===== config.mk =====
export PLATFORM = sky130hd
export DESIGN_NAME = sgr_top
export DESIGN_NICKNAME = d
export VERILOG_FILES = /design/src/verilog/sgr_pkg.sv /design/src/verilog/sgr_tick_if.sv /design/src/verilog/sgr_clkdiv.sv /design/src/verilog/sgr_top.sv
export SDC_FILE = /design/constraint.sdc
export NUM_CORES = 1
export LEC_CHECK = 0
export BUFFER_PORTS_ARGS = -buffer_cell sky130_fd_sc_hd__buf_2
export CAP_MARGIN = 20
export CORE_MARGIN = 2
export CORE_UTILIZATION = 46
export DETAILED_ROUTE_END_ITERATION = 6
export PLACE_DENSITY = 0.76
export SLEW_MARGIN = 20
export SYNTH_ARGS = -nofsm -noshare
export SYNTH_HDL_FRONTEND = slang
export SYNTH_SLANG_ARGS = --single-unit

===== constraint.sdc =====
create_clock -name clk_sys -period 6.2 [get_ports clk_sys]
set_input_delay 0.62 -clock clk_sys [delete_from_list [all_inputs] [get_ports clk_sys]]
set_output_delay 0.62 -clock clk_sys [all_outputs]
set_load 0.01 [all_outputs]

===== src/verilog/sgr_pkg.sv =====
// Package for the sound generator register bank: offsets, fields, resets, timing.
// Assumes a 100 MHz system clock and a plain strobe register port.
package sgr_pkg;

    // ------------------------------------------------------------------
    // Register offsets (word index on the plain port)
    // ------------------------------------------------------------------
    localparam logic [3:0] OFF_CLK  = 4'h0;
    localparam logic [3:0] OFF_SEL  = 4'h1;
    localparam logic [3:0] OFF_CTL  = 4'h2;
    localparam logic [3:0] OFF_DAT  = 4'h3;
    localparam logic [3:0] OFF_INTF = 4'h4;
    localparam logic [3:0] OFF_INTE = 4'h5;

    // ------------------------------------------------------------------
    // Field positions
    // ------------------------------------------------------------------
    localparam int CLK_DEBUG_CLOCK_RUN   = 8;
    localparam int CLK_DIV_LO  = 4;
    localparam int CLK_SRC_LO  = 0;
    localparam int SEL_TEMPO   = 8;
    localparam int SEL_DRIVE   = 2;
    localparam int SEL_MODE    = 0;
    localparam int CTL_STOP    = 8;
    localparam int CTL_EN      = 0;
    localparam int DAT_TIE     = 15;
    localparam int DAT_REST    = 14;
    localparam int DAT_LEN_LO  = 8;
    localparam int INTF_BUSY   = 8;
    localparam int INTF_EMPTY  = 1;
    localparam int INTF_DONE   = 0;

    // ------------------------------------------------------------------
    // Encodings and reset values
    // ------------------------------------------------------------------
    localparam logic [1:0] SRC_INTERNAL_OSCILLATOR  = 2'h0;
    localparam logic [1:0] SRC_LSX   = 2'h1;
    localparam logic [1:0] SRC_HSO   = 2'h2;
    localparam logic [1:0] SRC_EXT   = 2'h3;
    localparam logic [2:0] DIV_MAX   = 3'h5;
    localparam logic [2:0] DIV_ONE   = 3'h7;
    localparam logic [1:0] MODE_NORM = 2'h0;
    localparam logic [1:0] MODE_ONE  = 2'h1;
    localparam logic [1:0] MODE_MEL  = 2'h2;
    localparam logic [15:0] DAT_RESET = 16'h00FF;
    localparam logic [3:0]  DIV_BASE_LOG2 = 4'h4;

    // Tone counter: 32 tone ticks per buffer-length unit, tempo scales note time.
    localparam int TONE_W = 8;
    localparam int TICK_W = 16;
    localparam logic [TICK_W-1:0] NOTE_UNIT = 16'h0200;

    typedef enum logic [1:0] {
        SGR_IDLE,
        SGR_PLAY,
        SGR_STOP
    } sgr_state_t;

endpackage : sgr_pkg


===== src/verilog/sgr_tick_if.sv =====
// Interface carrying the gated operating tick between the divider and the core.
// Assumes both ends sit on clk_sys.
interface sgr_tick_if;
    logic       tick;
    logic [1:0] src;
    logic [2:0] div;
    logic       run;
    modport gen  (output tick, input src, input div, input run);
    modport core (input tick, output src, output div, output run);
endinterface : sgr_tick_if


===== src/verilog/sgr_clkdiv.sv =====
// Operating clock enable generator: source select and power-of-two divider.
// Assumes source clocks arrive as raw pins, synchronised here.
module sgr_clkdiv (
    input  wire logic       clk_sys,
    input  wire logic       rst,
    input  wire logic [3:0] src_clk,
    sgr_tick_if.gen         t
);
    logic [3:0]  s1;
    logic [3:0]  s2;
    logic [3:0]  s3;
    logic [8:0]  cnt;
    logic        edge_in;
    logic [8:0]  mask;

    always_ff @(posedge clk_sys or posedge rst) begin
        if (rst) begin
            s1 <= 4'h0;
            s2 <= 4'h0;
            s3 <= 4'h0;
        end else begin
            s1 <= src_clk;
            s2 <= s1;
            s3 <= s2;
        end
    end

    assign edge_in = s2[t.src] & ~s3[t.src];
    // A low-bit mask makes exactly one tick per full count of the divide ratio.
    assign mask = 9'((10'h001 << (int'(t.div) + int'(sgr_pkg::DIV_BASE_LOG2))) - 10'h001);

    always_ff @(posedge clk_sys or posedge rst) begin
        if (rst) begin
            cnt <= 9'h000;
        end else if (!t.run) begin
            cnt <= 9'h000;
        end else if (edge_in) begin
            cnt <= cnt + 9'h001;
        end
    end

    always_comb begin
        if (t.div == sgr_pkg::DIV_ONE) begin
            t.tick = t.run & edge_in & (t.src == sgr_pkg::SRC_LSX || t.src == sgr_pkg::SRC_EXT);
        end else if (t.div <= sgr_pkg::DIV_MAX) begin
            t.tick = t.run & edge_in & ((cnt & mask) == mask);
        end else begin
            t.tick = 1'b0;
        end
    end
endmodule : sgr_clkdiv


===== src/verilog/sgr_top.sv =====
// Sound generator register bank and tone sequencer with buzzer pin pair.
// Assumes a plain strobe register port and raw oscillator pins on src_clk.
// Operation
// - Debug halts operating clock unless debug run bit is set.
// - Two-bit source field picks among four oscillator sources.
// - Divider codes 0-5 divide 16..512; code 7 passes slow sources.
// - Tempo field sets melody tempo or one-shot duration.
// - Select bit 2 chooses normal or direct pin drive.
// - Output mode field: normal buzzer, one-shot, melody; 3 reserved.
// - Writing stop bit starts stop; reads one until output ends.
// - Stop forcibly ends one-shot and melody output.
// - Unit enable supplies clock and enables the generator.
// - Writing the sound buffer starts sound output.
// - Tie bit joins notes in melody mode only.
// - Rest holds buzzer low and inverted output high; the code applies rest in melody mode only.
// - Length field sets note duration or buzzer duty.
// - Buzzer modes use only low six pitch bits.
// - Byte writes to the sound buffer are discarded.
// - Busy flag reads one while sound is output.
// - Buffer empty flag resets to one, clears on buffer write.
// - Done flag clears by writing one or buffer write.
// - Each flag has its own interrupt enable bit; the code gives the busy flag none.
// - Empty flag sets on buffer transfer or stop write.
// - Done flag sets when sound output finishes.
// - Interrupt request only while flag and enable both set.
//
// Strobed register access and the register addresses were decided locally.
module sgr_top (
    input  wire logic        clk_sys,
    input  wire logic        rst,
    input  wire logic [3:0]  reg_addr,
    input  wire logic [15:0] reg_wdata,
    input  wire logic [1:0]  reg_be,
    input  wire logic        reg_wr,
    input  wire logic        reg_rd,
    output logic      [15:0] reg_rdata,
    input  wire logic [3:0]  src_clk,
    input  wire logic        debug_mode,
    output logic             buzzer_out,
    output logic             buzzer_out_inverted,
    output logic             irq
);
    // ------------------------------------------------------------------
    // Registers
    // ------------------------------------------------------------------
    logic                   debug_clock_run;
    logic [2:0]             clock_divider_select;
    logic [1:0]             clock_source_select;
    logic [3:0]             tempo_duration_select;
    logic                   drive_mode_select;
    logic [1:0]             output_mode_select;
    logic                   unit_enable;
    logic                   sound_stop;
    logic [15:0]            sound_buffer_data;
    logic                   buffer_full;
    logic                   buffer_empty_flag;
    logic                   output_done_flag;
    logic                   buffer_empty_irq_enable;
    logic                   output_done_irq_enable;
    logic                   dbg_s1;
    logic                   dbg_s2;
    sgr_pkg::sgr_state_t    state;
    logic [15:0]            active;
    logic [sgr_pkg::TONE_W-1:0] tone_cnt;
    logic [sgr_pkg::TICK_W-1:0] dur_cnt;
    logic                   wave;
    logic                   wr_clk;
    logic                   wr_sel;
    logic                   wr_ctl;
    logic                   wr_dat;
    logic                   wr_intf;
    logic                   wr_inte;
    logic                   load;
    logic                   finish;
    logic                   dur_end;
    logic                   stop_req;
    logic                   busy;
    logic [sgr_pkg::TICK_W-1:0] next_dur;
    logic [7:0]             period;
    logic [7:0]             duty;

    sgr_tick_if ti ();

    sgr_clkdiv u_div (
        .clk_sys (clk_sys),
        .rst     (rst),
        .src_clk (src_clk),
        .t       (ti.gen)
    );

    // ------------------------------------------------------------------
    // Clock supply
    // ------------------------------------------------------------------
    always_ff @(posedge clk_sys or posedge rst) begin
        if (rst) begin
            dbg_s1 <= 1'b0;
            dbg_s2 <= 1'b0;
        end else begin
            dbg_s1 <= debug_mode;
            dbg_s2 <= dbg_s1;
        end
    end

    assign ti.src = clock_source_select;
    assign ti.div = clock_divider_select;
    assign ti.run = unit_enable & (debug_clock_run | ~dbg_s2);

    // ------------------------------------------------------------------
    // Write decode
    // ------------------------------------------------------------------
    assign wr_clk  = reg_wr && reg_addr == sgr_pkg::OFF_CLK;
    assign wr_sel  = reg_wr && reg_addr == sgr_pkg::OFF_SEL;
    assign wr_ctl  = reg_wr && reg_addr == sgr_pkg::OFF_CTL;
    assign wr_dat  = reg_wr && reg_addr == sgr_pkg::OFF_DAT && reg_be == 2'h3;
    assign wr_intf = reg_wr && reg_addr == sgr_pkg::OFF_INTF;
    assign wr_inte = reg_wr && reg_addr == sgr_pkg::OFF_INTE;
    // Stop request on write of one.
    assign stop_req = wr_ctl && reg_wdata[sgr_pkg::CTL_STOP];

    always_ff @(posedge clk_sys or posedge rst) begin
        if (rst) begin
            debug_clock_run      <= 1'b0;
            clock_divider_select <= 3'h0;
            clock_source_select  <= 2'h0;
        end else if (wr_clk && !unit_enable) begin
            debug_clock_run      <= reg_wdata[sgr_pkg::CLK_DEBUG_CLOCK_RUN];
            clock_divider_select <= reg_wdata[sgr_pkg::CLK_DIV_LO +: 3];
            clock_source_select  <= reg_wdata[sgr_pkg::CLK_SRC_LO +: 2];
        end
    end

    always_ff @(posedge clk_sys or posedge rst) begin
        if (rst) begin
            tempo_duration_select <= 4'h0;
            drive_mode_select     <= 1'b0;
            output_mode_select    <= 2'h0;
        end else if (wr_sel) begin
            tempo_duration_select <= reg_wdata[sgr_pkg::SEL_TEMPO +: 4];
            drive_mode_select     <= reg_wdata[sgr_pkg::SEL_DRIVE];
            output_mode_select    <= reg_wdata[sgr_pkg::SEL_MODE +: 2];
        end
    end

    always_ff @(posedge clk_sys or posedge rst) begin
        if (rst) begin
            unit_enable <= 1'b0;
        end else if (wr_ctl) begin
            unit_enable <= reg_wdata[sgr_pkg::CTL_EN];
        end
    end

    // Stop bit stands until output ends.
    always_ff @(posedge clk_sys or posedge rst) begin
        if (rst) begin
            sound_stop <= 1'b0;
        end else if (stop_req && busy) begin
            sound_stop <= 1'b1;
        end else if (!busy) begin
            sound_stop <= 1'b0;
        end
    end

    always_ff @(posedge clk_sys or posedge rst) begin
        if (rst) begin
            sound_buffer_data <= sgr_pkg::DAT_RESET;
            buffer_full       <= 1'b0;
        end else begin
            if (wr_dat) begin
                sound_buffer_data <= reg_wdata;
            end
            if (wr_dat) begin
                buffer_full <= 1'b1;
            end else if (load || stop_req) begin
                buffer_full <= 1'b0;
            end
        end
    end

    // ------------------------------------------------------------------
    // Sequencer
    // ------------------------------------------------------------------
    assign load = ti.tick && buffer_full && !sound_stop
                  && (state == sgr_pkg::SGR_IDLE || dur_end);
    assign dur_end = ti.tick && dur_cnt == '0 && output_mode_select != sgr_pkg::MODE_NORM;
    assign finish = (state == sgr_pkg::SGR_PLAY && dur_end && !load)
                    || state == sgr_pkg::SGR_STOP;
    assign busy = state != sgr_pkg::SGR_IDLE;

    always_comb begin
        if (output_mode_select == sgr_pkg::MODE_MEL) begin
            next_dur = sgr_pkg::TICK_W'(({10'h000, reg_len(sound_buffer_data)} + 16'h0001)
                       * ({12'h000, tempo_duration_select} + 16'h0001)
                       * sgr_pkg::NOTE_UNIT >> 4);
        end else begin
            next_dur = sgr_pkg::TICK_W'(({12'h000, tempo_duration_select} + 16'h0001)
                       * sgr_pkg::NOTE_UNIT);
        end
    end

    function automatic logic [5:0] reg_len(input logic [15:0] d);
        reg_len = d[sgr_pkg::DAT_LEN_LO +: 6];
    endfunction

    always_ff @(posedge clk_sys or posedge rst) begin
        if (rst) begin
            state <= sgr_pkg::SGR_IDLE;
        end else begin
            case (state)
                sgr_pkg::SGR_IDLE: begin
                    if (load) begin
                        state <= sgr_pkg::SGR_PLAY;
                    end
                end
                sgr_pkg::SGR_PLAY: begin
                    if (stop_req || !unit_enable) begin
                        state <= sgr_pkg::SGR_STOP;
                    end else if (dur_end && !load) begin
                        state <= sgr_pkg::SGR_IDLE;
                    end
                end
                sgr_pkg::SGR_STOP: begin
                    state <= sgr_pkg::SGR_IDLE;
                end
                default: begin
                    state <= sgr_pkg::SGR_IDLE;
                end
            endcase
        end
    end

    always_ff @(posedge clk_sys or posedge rst) begin
        if (rst) begin
            active  <= sgr_pkg::DAT_RESET;
            dur_cnt <= '0;
        end else if (load) begin
            active  <= sound_buffer_data;
            dur_cnt <= next_dur;
        end else if (ti.tick && dur_cnt != '0) begin
            dur_cnt <= dur_cnt - 1'b1;
        end
    end

    // Buzzer modes use low six pitch bits.
    assign period = (output_mode_select == sgr_pkg::MODE_MEL)
                    ? active[7:0] : {2'h0, active[5:0]};
    // Duty in buzzer modes scaled from length field.
    assign duty = (output_mode_select == sgr_pkg::MODE_MEL)
                  ? {1'b0, period[7:1]} : 8'((16'(period) * 16'(active[13:8] + 6'h1)) >> 6);

    // Tone wave; a tie keeps phase so joined notes do not click.
    always_ff @(posedge clk_sys or posedge rst) begin
        if (rst) begin
            tone_cnt <= '0;
            wave     <= 1'b0;
        end else if (state != sgr_pkg::SGR_PLAY) begin
            tone_cnt <= '0;
            wave     <= 1'b0;
        end else if (load && !(active[sgr_pkg::DAT_TIE] && output_mode_select == sgr_pkg::MODE_MEL)) begin
            tone_cnt <= '0;
            wave     <= 1'b0;
        end else if (ti.tick) begin
            tone_cnt <= (tone_cnt >= period) ? '0 : tone_cnt + 1'b1;
            wave     <= tone_cnt < duty;
        end
    end

    // Rest and drive mode on pins.
    always_ff @(posedge clk_sys or posedge rst) begin
        if (rst) begin
            buzzer_out          <= 1'b0;
            buzzer_out_inverted <= 1'b1;
        end else if (state != sgr_pkg::SGR_PLAY
                     || (output_mode_select == sgr_pkg::MODE_MEL && active[sgr_pkg::DAT_REST])) begin
            buzzer_out          <= 1'b0;
            buzzer_out_inverted <= 1'b1;
        end else begin
            buzzer_out          <= wave;
            buzzer_out_inverted <= drive_mode_select ? ~wave : 1'b1;
        end
    end

    // ------------------------------------------------------------------
    // Flags and interrupts
    // ------------------------------------------------------------------
    // Empty flag, set wins over clear.
    always_ff @(posedge clk_sys or posedge rst) begin
        if (rst) begin
            buffer_empty_flag <= 1'b1;
        end else if (load || stop_req) begin
            buffer_empty_flag <= 1'b1;
        end else if (wr_dat) begin
            buffer_empty_flag <= 1'b0;
        end
    end

    // Done flag, set wins over clear.
    always_ff @(posedge clk_sys or posedge rst) begin
        if (rst) begin
            output_done_flag <= 1'b0;
        end else if (finish) begin
            output_done_flag <= 1'b1;
        end else if (wr_dat || (wr_intf && reg_wdata[sgr_pkg::INTF_DONE])) begin
            output_done_flag <= 1'b0;
        end
    end

    always_ff @(posedge clk_sys or posedge rst) begin
        if (rst) begin
            buffer_empty_irq_enable <= 1'b0;
            output_done_irq_enable  <= 1'b0;
        end else if (wr_inte) begin
            buffer_empty_irq_enable <= reg_wdata[sgr_pkg::INTF_EMPTY];
            output_done_irq_enable  <= reg_wdata[sgr_pkg::INTF_DONE];
        end
    end

    assign irq = (buffer_empty_flag & buffer_empty_irq_enable)
               | (output_done_flag & output_done_irq_enable);

    // ------------------------------------------------------------------
    // Read port
    // ------------------------------------------------------------------
    // Reserved bits read zero.
    always_ff @(posedge clk_sys or posedge rst) begin
        if (rst) begin
            reg_rdata <= 16'h0000;
        end else if (reg_rd) begin
            case (reg_addr)
                sgr_pkg::OFF_CLK:  reg_rdata <= {7'h00, debug_clock_run, 1'b0,
                                                clock_divider_select, 2'h0, clock_source_select};
                sgr_pkg::OFF_SEL:  reg_rdata <= {4'h0, tempo_duration_select, 5'h00,
                                                drive_mode_select, output_mode_select};
                sgr_pkg::OFF_CTL:  reg_rdata <= {7'h00, sound_stop, 7'h00, unit_enable};
                sgr_pkg::OFF_DAT:  reg_rdata <= sound_buffer_data;
                sgr_pkg::OFF_INTF: reg_rdata <= {7'h00, busy, 6'h00,
                                                buffer_empty_flag, output_done_flag};
                sgr_pkg::OFF_INTE: reg_rdata <= {14'h0000, buffer_empty_irq_enable,
                                                output_done_irq_enable};
                default:           reg_rdata <= 16'h0000;
            endcase
        end else begin
            reg_rdata <= 16'h0000;
        end
    end
endmodule : sgr_top


==> reports/metrics.json <==
{
  "start_kind": {"value": "flop"},
  "die-area": {"value": 0.0183, "unit": "mm2"},
  "drc_errors": {"value": 0},
  "cell_count_final_fillers_out": {"value": 1071},
  "multi_input_area": {"value": 0.00462, "unit": "mm2"},
  "synthesis.instances": {"value": 773},
  "die_span_in_x": {"value": 135, "unit": "um"},
  "maxCapViolations": {"value": 0},
  "starting_utilization_of_the_core_area": {"value": 0.464},
  "num_antenna_cells": {"value": 0},
  "tritoncts": {"value": "done"},
  "postSynth.asyncResetShare": {"value": 1.00},
  "startpoint": {"value": "active[9]$_DFFE_PP0P_"},
  "floorplan.core_area": {"value": 0.0171, "unit": "mm2"},
  "hold_path.startpoint": {"value": "src_clk[0]"},
  "worstPathArrival": {"value": 6300, "unit": "ps"},
  "finalWorstPathRequiredPeriod": {"value": 5940, "unit": "ps"},
  "grt_start_max_net_pins": {"value": 82},
  "outcome": {"value": "finished clean"},
  "total_switching_power": {"value": 636, "unit": "uW"},
  "slew_headroom": {"value": 0.292},
  "gr-usage-all-layers": {"value": 0.202},
  "total_power": {"value": 2.24, "unit": "mW"},
  "timing_hold_violations_final": {"value": 0},
  "port-buffer-count": {"value": 49},
  "regToRegSetupSlack": {"value": 260, "unit": "ps"},
  "worst_setup_hold_path_clk_slew": {"value": 60, "unit": "ps"},
  "number_of_synthesized_flops_with_an_enable_pin": {"value": 0},
  "hold_buffers": {"value": 0},
  "timing.final.setup_violations": {"value": 0},
  "p_comb_frac": {"value": 0.160},
  "r2r_start": {"value": "active[9]$_DFFE_PP0P_"},
  "register_bit_total_from_synthesis": {"value": 120},
  "critPathCaptureType": {"value": "flop"},
  "clock_power_share": {"value": 0.435},
  "std_cell_rows": {"value": 48},
  "number_of_global_route_vias_before_repair": {"value": 5836},
  "clock_sink_count": {"value": 120},
  "place_hpwl": {"value": 12800, "unit": "um"},
  "most_common_cell_after_layout_fill_and_taps_aside": {"value": "sky130_fd_sc_hd__dfrtp_1"},
  "number_of_antenna_violations_at_the_first_check_in_global_routing": {"value": 0},
  "synthToLayoutAreaGrowth": {"value": 14.4, "unit": "%"},
  "routed_wire_length_per_instance": {"value": 16.2, "unit": "um"},
  "power.sequential.fraction": {"value": 0.405},
  "cellLeakagePower": {"value": 4.25, "unit": "nW"},
  "root_buffer": {"value": "sky130_fd_sc_hd__clkbuf_16"},
  "wirelength": {"value": 17300, "unit": "um"},
  "pwr_density_cell": {"value": 247, "unit": "mW/mm2"},
  "grt_pass1_wl": {"value": 29100, "unit": "um"},
  "grt_overflow": {"value": 0},
  "design.portCount": {"value": 50},
  "detailedPlace.worstSlack": {"value": 106, "unit": "ps"},
  "post_synth_design_cell_area": {"value": 0.00794, "unit": "mm2"},
  "fillCellCount": {"value": 1479},
  "detailroute.via_count": {"value": 5769},
  "f_max": {"value": 168, "unit": "MHz"},
  "finClkSkew": {"value": 15.6, "unit": "ps"},
  "cell_internal_pwr": {"value": 1.61, "unit": "mW"},
  "finish.utilization": {"value": 0.531},
  "endpoint_worst_hold": {"value": "u_div.s1[0]$_DFF_PP0_"},
  "crit_path_required_time": {"value": 6550, "unit": "ps"},
  "design.final.nets": {"value": 960},
  "worst-slew-pin-transition": {"value": 1060, "unit": "ps"},
  "final_cell_mix": {"value": "102 x sky130_fd_sc_hd__dfrtp_1, 70 x sky130_fd_sc_hd__nor2_1, 62 x sky130_fd_sc_hd__inv_1"},
  "holdCritPathClass": {"value": "input pin to flop"},
  "terminus_of_the_critical_flop_to_flop_path": {"value": "wave$_DFFE_PP0P_"},
  "finalMaxSlewViolations": {"value": 0},
  "cts_buffer_depth": {"value": 2},
  "cts_htree_levels": {"value": 4},
  "die-height": {"value": 135, "unit": "um"},
  "gp_routability_congestion": {"value": 0.873},
  "yosysWarningCount": {"value": 0},
  "drt_first_iter_violations": {"value": 364},
  "flip_flop_cell_with_the_highest_count_after_synthesis": {"value": "sky130_fd_sc_hd__dfrtp_1"},
  "critical_path_peak_fanout": {"value": 7},
  "final_layout_size_suffix_gt1_frac": {"value": 0.209},
  "category_of_the_most_critical_setup_path": {"value": "flop to flop"},
  "drt.antenna.violating_nets": {"value": 0},
  "synth.avg_cell_area": {"value": 10.3, "unit": "um2"},
  "firstDrtPassIters": {"value": 5},
  "final.setup.worst_slack": {"value": 257, "unit": "ps"},
  "vias_per_cell": {"value": 5.39},
  "worstSkewPairLatency": {"value": 430, "unit": "ps"},
  "ys_types": {"value": 65},
  "peakVddDrop": {"value": 0.246, "unit": "mV"},
  "worst-r2r-cell-count": {"value": 24},
  "hold-path-cell-count": {"value": 1},
  "post-place-cells": {"value": 1037},
  "fin_crit_sh": {"value": 0.959},
  "switching_share": {"value": 0.283},
  "cts_made_buffers": {"value": 17},
  "ys_seq_area_frac": {"value": 0.381},
  "seqCellArea": {"value": 0.00303, "unit": "mm2"}
}
[power by group through the flow]
stage | Clock [mW] | Sequential [mW] | Combinational (mW)
after floorplan | 0 | 0.888 | 0.283
after global placement | 0 | 0.918 | 0.348
after detailed placement | 0 | 0.921 | 0.357
after CTS | 0.986 | 0.908 | 0.361
after global routing | 1.02 | 0.917 | 0.407
final | 0.976 | 0.909 | 0.359
[critical path: stages, from the launching register on]
cell and delay [ps]:
sky130_fd_sc_hd__dfrtp_1 390, sky130_fd_sc_hd__ha_2 240, sky130_fd_sc_hd__and3_4 210, sky130_fd_sc_hd__and3_4 220, sky130_fd_sc_hd__nand2_1 90, sky130_fd_sc_hd__fa_1 490, sky130_fd_sc_hd__fa_1 550, sky130_fd_sc_hd__inv_1 60
sky130_fd_sc_hd__fa_1 540, sky130_fd_sc_hd__inv_1 60, sky130_fd_sc_hd__fa_1 520, sky130_fd_sc_hd__inv_1 40, sky130_fd_sc_hd__ha_1 330, sky130_fd_sc_hd__o21ai_1 140, sky130_fd_sc_hd__a21oi_1 80, sky130_fd_sc_hd__a22o_1 270
sky130_fd_sc_hd__o31a_1 330, sky130_fd_sc_hd__a211oi_2 220, sky130_fd_sc_hd__a21oi_1 70, sky130_fd_sc_hd__ha_1 300, sky130_fd_sc_hd__a21o_1 160, sky130_fd_sc_hd__a21o_1 180, sky130_fd_sc_hd__a21oi_2 140, sky130_fd_sc_hd__nand4_1 100
sky130_fd_sc_hd__a21oi_1 150
[registers in the layout, indices dropped and copies added (netlist names), 3 cells and up]
register / count
u_div.cnt: 9
clock_divider_select: 3
dur_cnt: 16
sound_buffer_data: 16
reg_rdata: 16
u_div.s2: 4
tone_cnt: 8
u_div.s3: 4
u_div.s1: 4
active: 16
tempo_duration_select: 4
[cells by family after synthesis]
group / after synthesis / synth area share
and+or+nand+nor: 266 / 0.172
DFF: 120 / 0.381
AOI/OAI and AO/OA: 105 / 0.0855
adders and majority gates: 96 / 0.184
buffers and inverters: 83 / 0.0438
xor gates and xnor gates: 52 / 0.0573
muxes: 50 / 0.0761
other: 1 / 0.000472
[through the flow]
stage               instance area (um2)  hold WS [ps]  TNS, ps
floorplan                          7950           331        0
global placement                   8440           331        0
detailed placement                 8440           337        0
CTS                                9030           288        0
global route                       9090           286    -18.5
finish                             9090           294        0
[worst max-delay path by stage]
stage	depth (start not counted)	slack [ps]	end
final	24	260	wave$_DFFE_PP0P_
after global routing	24	-20	wave$_DFFE_PP0P_
after CTS	24	90	wave$_DFFE_PP0P_
after detailed placement	24	110	wave$_DFFE_PP0P_
after global placement	24	360	wave$_DFFE_PP0P_
after floorplan	25	360	wave$_DFFE_PP0P_
[cells in the mapped netlist, types with 6 or more instances]
| cell type | count | area share |
|---|---|---|
| sky130_fd_sc_hd__nor3_1 | 16 | 0.010 |
| sky130_fd_sc_hd__a21o_1 | 7 | 0.0066 |
| sky130_fd_sc_hd__inv_1 | 63 | 0.030 |
| sky130_fd_sc_hd__nand2_1 | 46 | 0.022 |
| sky130_fd_sc_hd__xor2_1 | 15 | 0.017 |
| sky130_fd_sc_hd__nand3_1 | 15 | 0.0095 |
| sky130_fd_sc_hd__ha_1 | 61 | 0.096 |
| sky130_fd_sc_hd__nand2b_1 | 15 | 0.012 |
| sky130_fd_sc_hd__a22oi_1 | 9 | 0.0085 |
| sky130_fd_sc_hd__mux2_4 | 10 | 0.019 |
| sky130_fd_sc_hd__dfstp_2 | 18 | 0.060 |
| sky130_fd_sc_hd__mux2_2 | 33 | 0.047 |
| sky130_fd_sc_hd__dfrtp_1 | 102 | 0.32 |
| sky130_fd_sc_hd__or3_1 | 13 | 0.010 |
| sky130_fd_sc_hd__mux2i_1 | 6 | 0.0076 |
| sky130_fd_sc_hd__nand4_1 | 7 | 0.0055 |
| sky130_fd_sc_hd__a21oi_1 | 26 | 0.016 |
| sky130_fd_sc_hd__o21a_1 | 6 | 0.0057 |
| sky130_fd_sc_hd__and3_1 | 12 | 0.0095 |
| sky130_fd_sc_hd__o21ai_0 | 24 | 0.015 |
| sky130_fd_sc_hd__or2_2 | 7 | 0.0055 |
| sky130_fd_sc_hd__and2_1 | 25 | 0.020 |
| sky130_fd_sc_hd__fa_1 | 35 | 0.088 |
| sky130_fd_sc_hd__nor2b_1 | 19 | 0.015 |
| sky130_fd_sc_hd__nor2_1 | 71 | 0.034 |
| sky130_fd_sc_hd__nor4_1 | 6 | 0.0047 |
| sky130_fd_sc_hd__xnor2_1 | 37 | 0.041 |
| sky130_fd_sc_hd__clkbuf_1 | 14 | 0.0066 |
[timing repair]
action                     4_1_cts  5_1_grt
setup endpoints to repair        0        1
gates resized for setup          0       11
setup buffers                    0        2
[metal layers]
layer  routed length, um  share of wire  vias up  global-route usage
met4                 203          0.012        0              0.0613
met1                8030           0.46     2852               0.282
met5                   0              0        -                   0
met3                 746          0.043       23              0.0378
li1                    -              -     2755                   -
met2                8370           0.48      139               0.324
[final cells by class]
cell class / count / share of cell area
multi-input combinational: 571 / 0.508
tap: 225 / 0.0310
clock buffer: 19 / 0.0487
timing repair buffer: 60 / 0.0365
clock inverter: 13 / 0.0164
sequential: 120 / 0.333
inverter: 63 / 0.0263
(Power assumes the default switching activity.)
